$ cat src/rtl/ppcc_pkg.sv
// Constants, types and helpers for the pixel port and clock controller.
// Assumes one pixel clock domain; shared by all design files.
package ppcc_pkg;

  // Pixel word, side-band and divider counter widths
  localparam int WORD_W   = 24;
  localparam int PS_W     = 2;
  localparam int DIV_W    = 5;

  // Field positions in the synchronised pin bundle
  localparam int PIN_WA_LO    = 0;
  localparam int PIN_WB_LO    = 24;
  localparam int PIN_PSA_LO   = 48;
  localparam int PIN_PSB_LO   = 50;
  localparam int PIN_BLANK_N  = 52;
  localparam int PIN_SYNC_N   = 53;
  localparam int PIN_VSYNC_N  = 54;
  localparam int PIN_SCK      = 55;
  localparam int PIN_STROBE   = 56;
  localparam int PIN_W        = 57;

  // Programmable divider selection codes
  localparam logic [1:0] DIV_SEL_4  = 2'h0;
  localparam logic [1:0] DIV_SEL_8  = 2'h1;
  localparam logic [1:0] DIV_SEL_16 = 2'h2;
  localparam logic [1:0] DIV_SEL_32 = 2'h3;

  // Reset values and counter step
  localparam logic [WORD_W-1:0] WORD_RST   = 24'h000000;
  localparam logic [PS_W-1:0]   PS_RST     = 2'h0;
  localparam logic [PIN_W-1:0]  PIN_RST    = 57'h1c0000000000000;
  localparam logic [DIV_W-1:0]  CNT_RST    = 5'h00;
  localparam logic [DIV_W-1:0]  CNT_STEP   = 5'h01;

  // Calibration sequencer states
  typedef enum logic [1:0] {
    CAL_IDLE,
    CAL_ARMED,
    CAL_WAIT_EDGE
  } ppcc_cal_state_t;

  // Counter mask for divide-by-N
  function automatic logic [DIV_W-1:0] div_mask(input logic [1:0] sel);
    unique case (sel)
      DIV_SEL_4:  div_mask = 5'h03;
      DIV_SEL_8:  div_mask = 5'h07;
      DIV_SEL_16: div_mask = 5'h0f;
      DIV_SEL_32: div_mask = 5'h1f;
    endcase
  endfunction : div_mask

  // High-phase length (N/2) for divide-by-N
  function automatic logic [DIV_W-1:0] div_half(input logic [1:0] sel);
    unique case (sel)
      DIV_SEL_4:  div_half = 5'h02;
      DIV_SEL_8:  div_half = 5'h04;
      DIV_SEL_16: div_half = 5'h08;
      DIV_SEL_32: div_half = 5'h10;
    endcase
  endfunction : div_half

endpackage : ppcc_pkg

$ cat src/rtl/ppcc_pixel_port.sv
// Pixel input port and video clock controller top.
// Assumes I_CLOCK is the pixel clock and all pin inputs are asynchronous;
// configuration inputs come from logic in the I_CLOCK domain.
`timescale 1ns/1ps
`default_nettype none
module ppcc_pixel_port
  import ppcc_pkg::*;
(
  // Clock and reset
  input  wire logic              I_CLOCK,
  input  wire logic              I_NRST,
  // Pixel port pins
  input  wire logic              I_PIXEL_LATCH_STROBE,
  input  wire logic [WORD_W-1:0] I_PIXEL_WORD_A,
  input  wire logic [WORD_W-1:0] I_PIXEL_WORD_B,
  input  wire logic [PS_W-1:0]   I_PALETTE_SELECT_INPUTS_A,
  input  wire logic [PS_W-1:0]   I_PALETTE_SELECT_INPUTS_B,
  input  wire logic              I_SYNC_N,
  input  wire logic              I_BLANK_N,
  input  wire logic              I_VSYNC_N,
  input  wire logic              I_SHIFT_CLOCK_IN,
  // Configuration
  input  wire logic              I_MULTIPLEX_RATE_SELECT,
  input  wire logic [1:0]        I_CLOCK_DIVIDE_SELECT,
  input  wire logic              I_SYNC_ON_GREEN_ENABLE,
  input  wire logic              I_SYNC_OUTPUT_ENABLE,
  input  wire logic              I_PALETTE_MATCH_BIT0,
  input  wire logic              I_PALETTE_MATCH_BIT1,
  input  wire logic              I_CALIBRATION_STEP_ONE,
  input  wire logic              I_CALIBRATION_STEP_TWO,
  input  wire logic              I_CALIBRATE_EACH_VSYNC,
  // Palette path stream
  output logic                   O_PIXEL_VALID,
  output logic [WORD_W-1:0]      O_PIXEL_DATA,
  output logic                   O_OUTPUT_ENABLE,
  output logic                   O_BLANK_FORCE,
  output logic                   O_SYNC_FORCE,
  output logic                   O_SYNC_ON_GREEN,
  // Clock and sync pins
  output logic                   O_LATCH_STROBE_OUT,
  output logic                   O_PROGRAMMABLE_CLOCK_OUT,
  output logic                   O_SHIFT_CLOCK_OUT,
  output logic                   O_SEPARATE_SYNC_OUT_N,
  // Status
  output logic                   O_CALIBRATED
);

  // Pin synchroniser stages
  logic [PIN_W-1:0] pin_meta_reg;   // First stage, read by second only
  logic [PIN_W-1:0] pin_sync_reg;   // Second stage, safe to use
  logic             strobe_prev_reg; // Strobe one clock earlier

  // Decoded synchronised fields
  logic              strobe_s;
  logic              capture;       // Strobe rising edge
  logic              vsync_fall;    // Vertical sync start
  logic [WORD_W-1:0] word_a_s;
  logic [WORD_W-1:0] word_b_s;
  logic [PS_W-1:0]   ps_a_s;
  logic [PS_W-1:0]   ps_b_s;
  logic              sync_n_s;
  logic              blank_n_s;
  logic              vsync_n_s;
  logic              sck_s;
  logic              vsync_prev_reg;

  // Calibration sequencer
  ppcc_cal_state_t cal_state_reg, cal_state_next;
  logic            step_one_prev_reg;
  logic            step_two_prev_reg;
  logic            cal_done_reg, cal_done_next;
  logic            restart;       // Divider realign pulse

  // Serializer outputs
  logic              ser_valid;
  logic [WORD_W-1:0] ser_word;
  logic [PS_W-1:0]   ser_ps;
  logic              ser_sync_n;
  logic              ser_blank_n;

  // Output stage registers
  logic              valid_reg, valid_next;
  logic [WORD_W-1:0] data_reg, data_next;
  logic              oen_reg, oen_next;
  logic              blank_f_reg, blank_f_next;
  logic              sync_f_reg, sync_f_next;
  logic              green_reg, green_next;
  logic              sep_sync_reg, sep_sync_next;
  logic              blank_cap_reg, blank_cap_next; // Blank of last capture
  logic              sck_out_reg, sck_out_next;
  logic [PS_W-1:0]   match_code;

  // Bundle every pin through two flip-flops
  always_ff @(posedge I_CLOCK) begin
    if (!I_NRST) begin
      pin_meta_reg    <= PIN_RST;
      pin_sync_reg    <= PIN_RST;
      strobe_prev_reg <= PIN_RST[PIN_STROBE]; // No false edge
      vsync_prev_reg  <= 1'b1;
    end else begin
      pin_meta_reg    <= {I_PIXEL_LATCH_STROBE, I_SHIFT_CLOCK_IN, I_VSYNC_N,
                          I_SYNC_N, I_BLANK_N, I_PALETTE_SELECT_INPUTS_B,
                          I_PALETTE_SELECT_INPUTS_A, I_PIXEL_WORD_B,
                          I_PIXEL_WORD_A};
      pin_sync_reg    <= pin_meta_reg;
      strobe_prev_reg <= strobe_s;
      vsync_prev_reg  <= vsync_n_s;
    end
  end

  // Field decode; data and strobe share one delay so stay aligned
  assign strobe_s   = pin_sync_reg[PIN_STROBE];
  assign sck_s      = pin_sync_reg[PIN_SCK];
  assign vsync_n_s  = pin_sync_reg[PIN_VSYNC_N];
  assign sync_n_s   = pin_sync_reg[PIN_SYNC_N];
  assign blank_n_s  = pin_sync_reg[PIN_BLANK_N];
  assign ps_b_s     = pin_sync_reg[PIN_PSB_LO +: PS_W];
  assign ps_a_s     = pin_sync_reg[PIN_PSA_LO +: PS_W];
  assign word_b_s   = pin_sync_reg[PIN_WB_LO +: WORD_W];
  assign word_a_s   = pin_sync_reg[PIN_WA_LO +: WORD_W];
  // Edge found in the pixel clock domain, any strobe phase works
  assign capture    = strobe_s & ~strobe_prev_reg;
  assign vsync_fall = ~vsync_n_s & vsync_prev_reg;
  assign match_code = {I_PALETTE_MATCH_BIT1, I_PALETTE_MATCH_BIT0};

  // Calibration sequence: step one, then step two, or each vsync
  always_comb begin
    cal_state_next = cal_state_reg;
    cal_done_next  = cal_done_reg;
    restart        = 1'b0;
    unique case (cal_state_reg)
      CAL_IDLE: begin
        // Arm on a rising step one bit
        if (I_CALIBRATION_STEP_ONE && !step_one_prev_reg) begin
          cal_state_next = CAL_ARMED;
        end else if (I_CALIBRATE_EACH_VSYNC && vsync_fall) begin
          cal_state_next = CAL_WAIT_EDGE;
        end
      end
      CAL_ARMED: begin
        // Complete the pair on a rising step two bit
        if (I_CALIBRATION_STEP_TWO && !step_two_prev_reg) begin
          cal_state_next = CAL_WAIT_EDGE;
        end
      end
      CAL_WAIT_EDGE: begin
        // Realign the dividers to the next strobe edge
        if (capture) begin
          restart        = 1'b1;
          cal_done_next  = 1'b1;
          cal_state_next = CAL_IDLE;
        end
      end
    endcase
  end

  // Calibration state registers
  always_ff @(posedge I_CLOCK) begin
    if (!I_NRST) begin
      cal_state_reg     <= CAL_IDLE;
      cal_done_reg      <= 1'b0;
      step_one_prev_reg <= 1'b0;
      step_two_prev_reg <= 1'b0;
    end else begin
      cal_state_reg     <= cal_state_next;
      cal_done_reg      <= cal_done_next;
      step_one_prev_reg <= I_CALIBRATION_STEP_ONE;
      step_two_prev_reg <= I_CALIBRATION_STEP_TWO;
    end
  end

  // Load strobe and programmable clock, both modes
  ppcc_clock_divider u_divider (
    .i_clock       (I_CLOCK),
    .i_nrst        (I_NRST),
    .i_mux_2to1    (I_MULTIPLEX_RATE_SELECT),
    .i_div_sel     (I_CLOCK_DIVIDE_SELECT),
    .i_restart     (restart),
    .o_load_strobe (O_LATCH_STROBE_OUT),
    .o_prog_clock  (O_PROGRAMMABLE_CLOCK_OUT)
  );

  // Capture and serialize the pixel pair
  ppcc_serializer u_serializer (
    .i_clock    (I_CLOCK),
    .i_nrst     (I_NRST),
    .i_capture  (capture),
    .i_mux_2to1 (I_MULTIPLEX_RATE_SELECT),
    .i_word_a   (word_a_s),
    .i_word_b   (word_b_s),
    .i_ps_a     (ps_a_s),
    .i_ps_b     (ps_b_s),
    .i_sync_n   (sync_n_s),
    .i_blank_n  (blank_n_s),
    .o_valid    (ser_valid),
    .o_word     (ser_word),
    .o_ps       (ser_ps),
    .o_sync_n   (ser_sync_n),
    .o_blank_n  (ser_blank_n)
  );

  // Output stage, one pixel clock after the serializer
  always_comb begin
    valid_next     = ser_valid;
    data_next      = ser_word;
    // Per-pixel select compare gates all three currents
    oen_next       = ser_valid && (ser_ps == match_code);
    blank_f_next   = ~ser_blank_n;
    sync_f_next    = ~ser_sync_n;
    // Sync reaches green only when enabled
    green_next     = ~ser_sync_n & I_SYNC_ON_GREEN_ENABLE;
    // Separate sync carries the same pipeline delay as pixels
    sep_sync_next  = I_SYNC_OUTPUT_ENABLE ? ser_sync_n : 1'b1;
    // Blank level follows each captured strobe edge
    blank_cap_next = capture ? blank_n_s : blank_cap_reg;
    sck_out_next   = sck_s & blank_cap_reg;
  end

  // Output stage registers
  always_ff @(posedge I_CLOCK) begin
    if (!I_NRST) begin
      valid_reg     <= 1'b0;
      data_reg      <= WORD_RST;
      oen_reg       <= 1'b0;
      blank_f_reg   <= 1'b1;
      sync_f_reg    <= 1'b0;
      green_reg     <= 1'b0;
      sep_sync_reg  <= 1'b1;
      blank_cap_reg <= 1'b0;
      sck_out_reg   <= 1'b0;
    end else begin
      valid_reg     <= valid_next;
      data_reg      <= data_next;
      oen_reg       <= oen_next;
      blank_f_reg   <= blank_f_next;
      sync_f_reg    <= sync_f_next;
      green_reg     <= green_next;
      sep_sync_reg  <= sep_sync_next;
      blank_cap_reg <= blank_cap_next;
      sck_out_reg   <= sck_out_next;
    end
  end

  assign O_PIXEL_VALID         = valid_reg;
  assign O_PIXEL_DATA          = data_reg;
  assign O_OUTPUT_ENABLE       = oen_reg;
  assign O_BLANK_FORCE         = blank_f_reg;
  assign O_SYNC_FORCE          = sync_f_reg;
  assign O_SYNC_ON_GREEN       = green_reg;
  assign O_SEPARATE_SYNC_OUT_N = sep_sync_reg;
  assign O_SHIFT_CLOCK_OUT     = sck_out_reg;
  assign O_CALIBRATED          = cal_done_reg;

  // First word reaches the pixel output two clocks after the edge
  a_first_word: assert property (@(posedge I_CLOCK) disable iff (!I_NRST)
    capture |-> ##2 (O_PIXEL_VALID && O_PIXEL_DATA == $past(word_a_s, 2)))
    else $error("first pixel word not delivered");

  // Second word follows on the next pixel clock in 2:1
  a_second_word: assert property (@(posedge I_CLOCK) disable iff (!I_NRST)
    (capture && I_MULTIPLEX_RATE_SELECT && $stable(I_MULTIPLEX_RATE_SELECT))
    ##1 !capture
    |-> ##2 (O_PIXEL_VALID && O_PIXEL_DATA == $past(word_b_s, 3)))
    else $error("second pixel word out of order");

  // In 1:1 only one pixel per strobe edge
  a_single_pixel: assert property (@(posedge I_CLOCK) disable iff (!I_NRST)
    (capture && !I_MULTIPLEX_RATE_SELECT) ##1 !capture |-> ##2 !O_PIXEL_VALID)
    else $error("extra pixel in 1:1 mode");

  // Blank and sync taken on the same edge as the data
  a_sideband_edge: assert property (@(posedge I_CLOCK) disable iff (!I_NRST)
    capture |-> ##2 (O_BLANK_FORCE == !$past(blank_n_s, 2)
                     && O_SYNC_FORCE == !$past(sync_n_s, 2)))
    else $error("side-band not captured with data");

  // Mismatching select shuts the outputs down
  a_palette_gate: assert property (@(posedge I_CLOCK) disable iff (!I_NRST)
    (capture && ps_a_s != match_code && $stable(match_code))
    |-> ##2 !O_OUTPUT_ENABLE)
    else $error("outputs enabled on select mismatch");

  // Green sync suppressed while disabled
  a_green_sync: assert property (@(posedge I_CLOCK) disable iff (!I_NRST)
    (!I_SYNC_ON_GREEN_ENABLE && $past(!I_SYNC_ON_GREEN_ENABLE)
     && $past(I_NRST)) |-> !O_SYNC_ON_GREEN)
    else $error("sync on green while disabled");

  // Separate sync matches the pixel stream sync
  a_sep_sync: assert property (@(posedge I_CLOCK) disable iff (!I_NRST)
    (I_SYNC_OUTPUT_ENABLE && $past(I_SYNC_OUTPUT_ENABLE) && $past(I_NRST))
    |-> (O_SEPARATE_SYNC_OUT_N == !O_SYNC_FORCE))
    else $error("separate sync off the pixel pipeline");

  // Shift clock stops during blanking
  a_shift_gate: assert property (@(posedge I_CLOCK) disable iff (!I_NRST)
    (capture && !blank_n_s) ##1 !capture [*2] |-> !O_SHIFT_CLOCK_OUT)
    else $error("shift clock ran during blanking");

  // Vsync calibration realigns within one strobe period
  a_vsync_cal: assert property (@(posedge I_CLOCK) disable iff (!I_NRST)
    (cal_state_reg == CAL_WAIT_EDGE && capture) |=> O_CALIBRATED)
    else $error("calibration did not complete");

endmodule : ppcc_pixel_port
`default_nettype wire

$ cat src/rtl/ppcc_clock_divider.sv
// Load strobe and programmable clock generator.
// Assumes the pixel clock is I_CLOCK and restart comes from the same domain.
`timescale 1ns/1ps
`default_nettype none
module ppcc_clock_divider
  import ppcc_pkg::*;
(
  // Clock and reset
  input  wire logic       i_clock,
  input  wire logic       i_nrst,
  // Control
  input  wire logic       i_mux_2to1,
  input  wire logic [1:0] i_div_sel,
  input  wire logic       i_restart,
  // Clock outputs
  output logic            o_load_strobe,
  output logic            o_prog_clock
);

  logic [DIV_W-1:0] cnt_reg;        // Free running pixel count
  logic [DIV_W-1:0] cnt_next;
  logic             load_reg;       // Load strobe level
  logic             load_next;
  logic             prog_reg;       // Programmable clock level
  logic             prog_next;
  logic [DIV_W-1:0] phase;          // Count within one output period

  // Next count and output levels
  always_comb begin
    cnt_next = i_restart ? CNT_RST : cnt_reg + CNT_STEP;
    // Even counts high for 2:1, steady high for undivided 1:1
    load_next = i_mux_2to1 ? ~cnt_next[0] : 1'b1;
    phase     = cnt_next & div_mask(i_div_sel);
    // High for the first N/2 counts; may only start at phase zero, an
    // even count, so a select change or reset cannot make an early edge
    prog_next = (phase < div_half(i_div_sel))
                && (prog_reg || phase == CNT_RST);
  end

  // Register state
  always_ff @(posedge i_clock) begin
    if (!i_nrst) begin
      cnt_reg  <= CNT_RST;
      load_reg <= 1'b0;
      prog_reg <= 1'b0;
    end else begin
      cnt_reg  <= cnt_next;
      load_reg <= load_next;
      prog_reg <= prog_next;
    end
  end

  assign o_load_strobe = load_reg;
  assign o_prog_clock  = prog_reg;

  // Programmable clock rises together with load strobe in 2:1 mode
  a_prog_with_load: assert property (@(posedge i_clock) disable iff (!i_nrst)
    ($rose(prog_reg) && $past(i_mux_2to1) && $past(i_mux_2to1, 2)
     && !$past(i_restart)) |-> $rose(load_reg))
    else $error("programmable clock rose without load strobe");

  // Load strobe toggles every pixel clock in 2:1 mode
  a_load_halves: assert property (@(posedge i_clock) disable iff (!i_nrst)
    ($past(i_mux_2to1) && $past(i_mux_2to1, 2) && !$past(i_restart)
     && $past(i_nrst) && $past(i_nrst, 2))
    |-> (load_reg != $past(load_reg)))
    else $error("load strobe not at half pixel rate");

endmodule : ppcc_clock_divider
`default_nettype wire

$ cat src/rtl/ppcc_serializer.sv
// Pixel capture and 2:1 / 1:1 serializer toward the palette path.
// Assumes inputs are already synchronised and capture is a one-cycle pulse.
`timescale 1ns/1ps
`default_nettype none
module ppcc_serializer
  import ppcc_pkg::*;
(
  // Clock and reset
  input  wire logic              i_clock,
  input  wire logic              i_nrst,
  // Capture request and mode
  input  wire logic              i_capture,
  input  wire logic              i_mux_2to1,
  // Captured fields
  input  wire logic [WORD_W-1:0] i_word_a,
  input  wire logic [WORD_W-1:0] i_word_b,
  input  wire logic [PS_W-1:0]   i_ps_a,
  input  wire logic [PS_W-1:0]   i_ps_b,
  input  wire logic              i_sync_n,
  input  wire logic              i_blank_n,
  // Serial pixel stream
  output logic                   o_valid,
  output logic [WORD_W-1:0]      o_word,
  output logic [PS_W-1:0]        o_ps,
  output logic                   o_sync_n,
  output logic                   o_blank_n
);

  logic              valid_reg, valid_next;     // Pixel present
  logic [WORD_W-1:0] word_reg, word_next;       // Current pixel
  logic [PS_W-1:0]   ps_reg, ps_next;           // Its palette select
  logic              sync_reg, sync_next;       // Sync of this pixel pair
  logic              blank_reg, blank_next;     // Blank of this pixel pair
  logic              pend_reg, pend_next;       // Second word waiting
  logic [WORD_W-1:0] held_word_reg, held_word_next;
  logic [PS_W-1:0]   held_ps_reg, held_ps_next;

  // Select what goes out next
  always_comb begin
    valid_next     = 1'b0;
    word_next      = word_reg;
    ps_next        = ps_reg;
    sync_next      = sync_reg;
    blank_next     = blank_reg;
    pend_next      = 1'b0;
    held_word_next = held_word_reg;
    held_ps_next   = held_ps_reg;
    if (i_capture) begin
      // First word and side-band on the strobe edge
      valid_next     = 1'b1;
      word_next      = i_word_a;
      ps_next        = i_ps_a;
      sync_next      = i_sync_n;
      blank_next     = i_blank_n;
      pend_next      = i_mux_2to1;
      held_word_next = i_word_b;
      held_ps_next   = i_ps_b;
    end else if (pend_reg) begin
      // Second word on the following pixel clock
      valid_next = 1'b1;
      word_next  = held_word_reg;
      ps_next    = held_ps_reg;
    end
  end

  // Register state on the pixel clock
  always_ff @(posedge i_clock) begin
    if (!i_nrst) begin
      valid_reg     <= 1'b0;
      word_reg      <= WORD_RST;
      ps_reg        <= PS_RST;
      sync_reg      <= 1'b1;
      blank_reg     <= 1'b1;
      pend_reg      <= 1'b0;
      held_word_reg <= WORD_RST;
      held_ps_reg   <= PS_RST;
    end else begin
      valid_reg     <= valid_next;
      word_reg      <= word_next;
      ps_reg        <= ps_next;
      sync_reg      <= sync_next;
      blank_reg     <= blank_next;
      pend_reg      <= pend_next;
      held_word_reg <= held_word_next;
      held_ps_reg   <= held_ps_next;
    end
  end

  assign o_valid   = valid_reg;
  assign o_word    = word_reg;
  assign o_ps      = ps_reg;
  assign o_sync_n  = sync_reg;
  assign o_blank_n = blank_reg;

endmodule : ppcc_serializer
`default_nettype wire

$ cat config.mk
export PLATFORM = sky130hd
export DESIGN_NAME = ppcc_pixel_port
export DESIGN_NICKNAME = d
export VERILOG_FILES = /design/src/rtl/ppcc_pkg.sv /design/src/rtl/ppcc_pixel_port.sv /design/src/rtl/ppcc_clock_divider.sv /design/src/rtl/ppcc_serializer.sv
export SDC_FILE = /design/constraint.sdc
export NUM_CORES = 1
export LEC_CHECK = 0
export ABC_AREA = 1
export BUFFER_PORTS_ARGS = -buffer_cell sky130_fd_sc_hd__buf_2
export CAP_MARGIN = 0
export CORE_UTILIZATION = 55
export CTS_CLUSTER_SIZE = 24
export DETAILED_ROUTE_END_ITERATION = 12
export PLACE_DENSITY = 0.8
export SLEW_MARGIN = 30
export SYNTH_ARGS = -nofsm -noshare
export SYNTH_HDL_FRONTEND = slang
export SYNTH_SLANG_ARGS = --single-unit
$ cat constraint.sdc
create_clock -name I_CLOCK -period 2.9 [get_ports I_CLOCK]
set_input_delay 0.145 -clock I_CLOCK [delete_from_list [all_inputs] [get_ports I_CLOCK]]
set_output_delay 0.145 -clock I_CLOCK [all_outputs]
set_load 0.02 [all_outputs]
# Word-level counts from Yosys, hierarchy flattened

Index checks and enable logic that the tools add are counted.

Flip-flop bits (word level): 216
Input bits: 69
Output and inout bits: 34
Word-level logic and storage cells: 82

$add $sub $neg: 1
Magnitude comparators: 1
Eq/ne operators: 9
Muxes and demuxes: 17
Bitwise logic cells: 10
Reductions and logical operators: 16

Operators by type and width:

| operator            | count |
|---|---|
| $mux 24             | 2 |
| $pmux 5 s4          | 2 |
| $mux 2              | 6 |
| $eq 2x2->1 const B  | 3 |
| $pmux 2 s3          | 1 |
| $reduce_and 2->1    | 3 |
| $add 5x1->5 const B | 1 |
| $and 5x5->5         | 1 |
| $logic_and 1x1->1   | 5 |
| $logic_not 5->1     | 1 |
| $lt 5x5->1          | 1 |
| $mux 1              | 5 |
| $mux 5              | 1 |
| $not 1->1           | 5 |
| $and 1x1->1         | 4 |
| $eq 2x1->1 const B  | 2 |
| $logic_not 2->1     | 2 |
| $ne 2x2->1 const B  | 2 |
| $ne 3x3->1 const B  | 1 |
| $reduce_and 3->1    | 1 |
| $eq 2x2->1          | 1 |
| $logic_not 1->1     | 2 |
| $reduce_bool 2->1   | 1 |
| $logic_or 1x1->1    | 1 |

# Longest topological paths before layout

Word-level depth: 9
Mapped depth: 12
Mapped depth without buffers: 12

# Hierarchy

A second synthesis with hierarchy kept.

Cells, all modules: 885
Area, all modules: 7,282.0 um^2

Modules (own cells, without submodules):

| module             | times used | cells each | area each (um^2) | seq. area each (um^2) |
|---|---|---|---|---|
| ppcc_pixel_port    | 1          | 499        | 4,533.1          | 3,062.9 |
| ppcc_serializer    | 1          | 322        | 2,333.5          | 1,121.1 |
| ppcc_clock_divider | 1          | 64         | 415.4            | 140.1 |

# Worst setup path before layout

OpenSTA, ideal clock, no wires.

Path type: register to register
From: reg cal_state_reg[0]
To: reg u_divider.prog_reg (netlist: u_divider.o_prog_clock)
Setup time: 0.065 ns
Arrival: 1.430 ns
Slack: 1.405 ns
Stages on the path, launching flop included: 12
Path buffers: 0
Clock period less this slack: 1.495 ns
Path through: dfxtp_1 > inv_1 > ha_1 > nand3_2 > nand3_1 > inv_1 > ha_1 > nand2_1 > nand2_1 > nand3_1 > nand3_1 > nor2_1

Longest elaborated chain between the ends: 7
Elaborated cells on any way between the ends: 8

Ends and longest elaborated chain:

| item                                                               | line                     | text |
|---|---|---|
| start, declared                                                    | ppcc_pixel_port.sv:68    | `ppcc_cal_state_t cal_state_reg, cal_state_next;` |
| start signal, assigned                                             | ppcc_pixel_port.sv:165   | `cal_state_reg <= cal_state_next;` |
| $eq 2x2->1 (*)                                                     | ppcc_pixel_port.sv:131   | `unique case (cal_state_reg)` |
| $mux 1 (*)                                                         | ppcc_pixel_port.sv:131   |  |
| $mux 5 (*)                                                         | ppcc_clock_divider.sv:30 | `cnt_next = i_restart ? CNT_RST : cnt_reg + CNT_STEP;` |
| $and 5x5->5 (*)                                                    | ppcc_clock_divider.sv:33 | `phase = cnt_next & div_mask(i_div_sel);` |
| parallel branches: the longest is 2 deep, another holds $lt 5x5->1 | -                        |  |
| $logic_and 1x1->1 (*)                                              | ppcc_clock_divider.sv:37 | `&& (prog_reg \|\| phase == CNT_RST);` |
| end signal, assigned                                               | ppcc_clock_divider.sv:49 | `prog_reg <= prog_next;` |
| end, declared                                                      | ppcc_clock_divider.sv:24 | `logic prog_reg;` |

Every way passes the cells marked *.
A chain may end at the register's enable or synchronous reset.

==> metrics.yaml <==
outcome: "finished, final reports clean"
worst_ep_required_time_ns: 3.33
synth_enable_flop_cells: 0
grt_pass1_wl_um: 22630
cts_htree_levels: 1
synth.cell_area_mm2: 0.007086
timing.final.max_slew_violations: 0
die_area_mm2: 0.01334
worstSetupEndpointType: "flop"
clk_pin_slew_worst_paths_ns: 0.07
clock_skew_ns: 0.01068
grt_start_max_net_pins: 93
detail_route.first_pass.iterations: 5
die_y_um: 115.5
global_route.usage.total: 0.2111
clock_path_buffers: 3
io-pin-count: 103
power.static_leakage_uw: 0.005157
finalHoldViolations: 0
instances_no_fill: 1209
postSynthNetCount: 941
worst_hold_path_type: "input pin to flop"
first_global_vias: 5112
routabilityCongestion: 0.8664
max-cap-violations: 0
detailedPlacementHpwl_um: 7832
post-synth-top-count-cell: "sky130_fd_sc_hd__nand2_1"
drt_first_iter_violations: 347
switching_share_of_total_power: 0.2130
finalSetupViolations: 0
avgRoutedWirePerCell_um: 11.23
cts_root_buffer: "sky130_fd_sc_hd__clkbuf_16"
die_w_um: 115.5
portion_of_the_clock_cycle_consumed_by_the_worst_path_in_the_final_layout: 0.7660
clock_buffer_count_from_cts: 20
critical_path_class: "input pin to flop"
antenna_found_initial: 0
via_per_inst: 4.385
insertion_delay_ns: 0.48
design.final.nets: 1098
power.density_mw_per_mm2: 688.5
post_synth_main_area_contributors: "sky130_fd_sc_hd__dfxtp_1 (61%), sky130_fd_sc_hd__nand2_1 (15%), sky130_fd_sc_hd__inv_1 (9.9%)"
detail_route.wirelength_um: 13580
std_cell_rows: 41
yosys.area.top_type: "sky130_fd_sc_hd__dfxtp_1"
vdd_ir_drop_max_mv: 0.4163
post-place-cells: 1108
post_synth_num_cell_types: 27
final_layout_size_suffix_gt1_frac: 0.1504
timing.critical_path.fanout_max: 49
cts_tree: "built"
coreArea_mm2: 0.01257
synth-main-ff-cell: "sky130_fd_sc_hd__dfxtp_1"
fin_util: 0.7164
rsz_0062_raised_after_global_routing: "false"
start_util: 0.5638
detailroute.via_count: 5302
p_sw_uw: 1320
post_synth_most_frequent_cells: "sky130_fd_sc_hd__nand2_1 (288), sky130_fd_sc_hd__dfxtp_1 (216), sky130_fd_sc_hd__inv_1 (186)"
power.internal_uw: 4878
gate_count_of_the_mapped_netlist: 866
finalCriticalPeriod_ns: 2.221
max_freq_ghz: 0.4502
p_seq_frac: 0.503
synth_sequential_area_ratio: 0.6103
pwr-share-comb: 0.068
synth-warning-count: 0
timing.slew.headroom: 0.4689
p_clk_frac: 0.429
post-cts-setup-buffers: 0
area_delta_synth_final_pct: 27.07
postSynth.asyncResetShare: 0
ant_nets: 0
worst_ep_arrival_time_ns: 2.65
yosys_register_bits: 216
cp-start-kind: "input pin"
remaining_drc_errors: 0
totalPowerFinal_uw: 6199
grt-ovfl-total: 0
synth_largest_type_area_fraction: 0.6103
antenna_cells: 0
final.setup.tns_ns: 0
worst_margin_slew_ns: 0.7966
synthesis.area_per_instance_um2: 8.182
tritoncts_num_sinks: 216
numPortBuffers: 102
==> cell type report <==
type	count	area, um^2
inverters	190	715.7
well taps	172	215.2
fillers	887	3565
repair buffers	172	1205
multi-input cells	423	1844
flip-flops and latches	216	4324
clock inverters	5	56.30
clock buffers	31	643.1
==> critical path, cell delays in order <==
cell and delay, ns:
sky130_fd_sc_hd__dlygate4sd3_1 0.54, sky130_fd_sc_hd__buf_6 0.32, sky130_fd_sc_hd__buf_4 0.46, sky130_fd_sc_hd__nand2_1 0.15, sky130_fd_sc_hd__a21oi_1 0.15, sky130_fd_sc_hd__o221ai_1 0.12
sky130_fd_sc_hd__a21oi_1 0.15, sky130_fd_sc_hd__dlygate4sd3_1 0.58
==> per-layer routing <==
metal | up-vias | global-route usage | share of wire
met5 | - | 0 | 0
met4 | 0 | 0.06580 | 0.017
met3 | 23 | 0.03609 | 0.051
met2 | 145 | 0.3513 | 0.45
met1 | 2296 | 0.2814 | 0.48
li1 | 2838 | - | -
==> cells by family (layout without fill, tap and decap cells) <==
kind of cell,Yosys count,in the layout,share of synthesized area
buf+inv,227,398,0.1301
flops,216,216,0.6103
simple gates,383,383,0.2220
compound gates,34,34,0.02702
fa+ha+maj,6,6,0.01059
==> final timing paths <==
path / depth (start not counted) / startpoint / slack [ns] / to
max: 8 / I_NRST / 0.68 / O_OUTPUT_ENABLE
min: 6 / I_CLOCK_DIVIDE_SELECT[1] / 0.15 / u_divider.o_prog_clock
max reg2reg: 7 / u_serializer.pend_reg / 1.18 / u_serializer.o_word[8]
min reg2reg: 1 / u_serializer.o_blank_n / 0.38 / O_BLANK_FORCE
==> placed cells by master (no fill, tap or decap), drive strengths merged <==
cell	count
dfxtp	216
inv	190
nand2	289
dlygate4sd3	65
nand4	3
o211ai	6
or2	7
clkinv	3
bufinv	1
o221ai	1
clkbuf	31
nor3b	1
nand3	63
nor3	1
o21ai	9
buf	107
ha	6
nor2	19
clkinvlp	1
o22ai	1
a21oi	16
a31oi	1
==> power by group through the flow <==
stage | Combinational [uW] | Sequential [uW] | Clock (uW)
floorplan | 236 | 3170 | 0
global placement | 327 | 3170 | 0
detailed placement | 339 | 3180 | 0
CTS | 412 | 3120 | 2700
global route | 473 | 3120 | 2820
finish | 422 | 3120 | 2660
==> per-stage QoR <==
step                hold slack (ns)  setup WS [ns]  instance area [um^2]
floorplan                    0.2139          1.405                  7086
global placement             0.3092          1.256                  7654
detailed placement           0.3154          1.250                  7654
CTS                          0.1439         0.7643                  9004
global route                 0.1906         0.5484                  9004
finish                       0.1486         0.6786                  9004
==> what timing repair did <==
item	4_1_cts	5_1_grt
resized for setup	0	0
hold endpoints to repair	66	0
hold buffers	65	0
(Power assumes the default switching activity.)
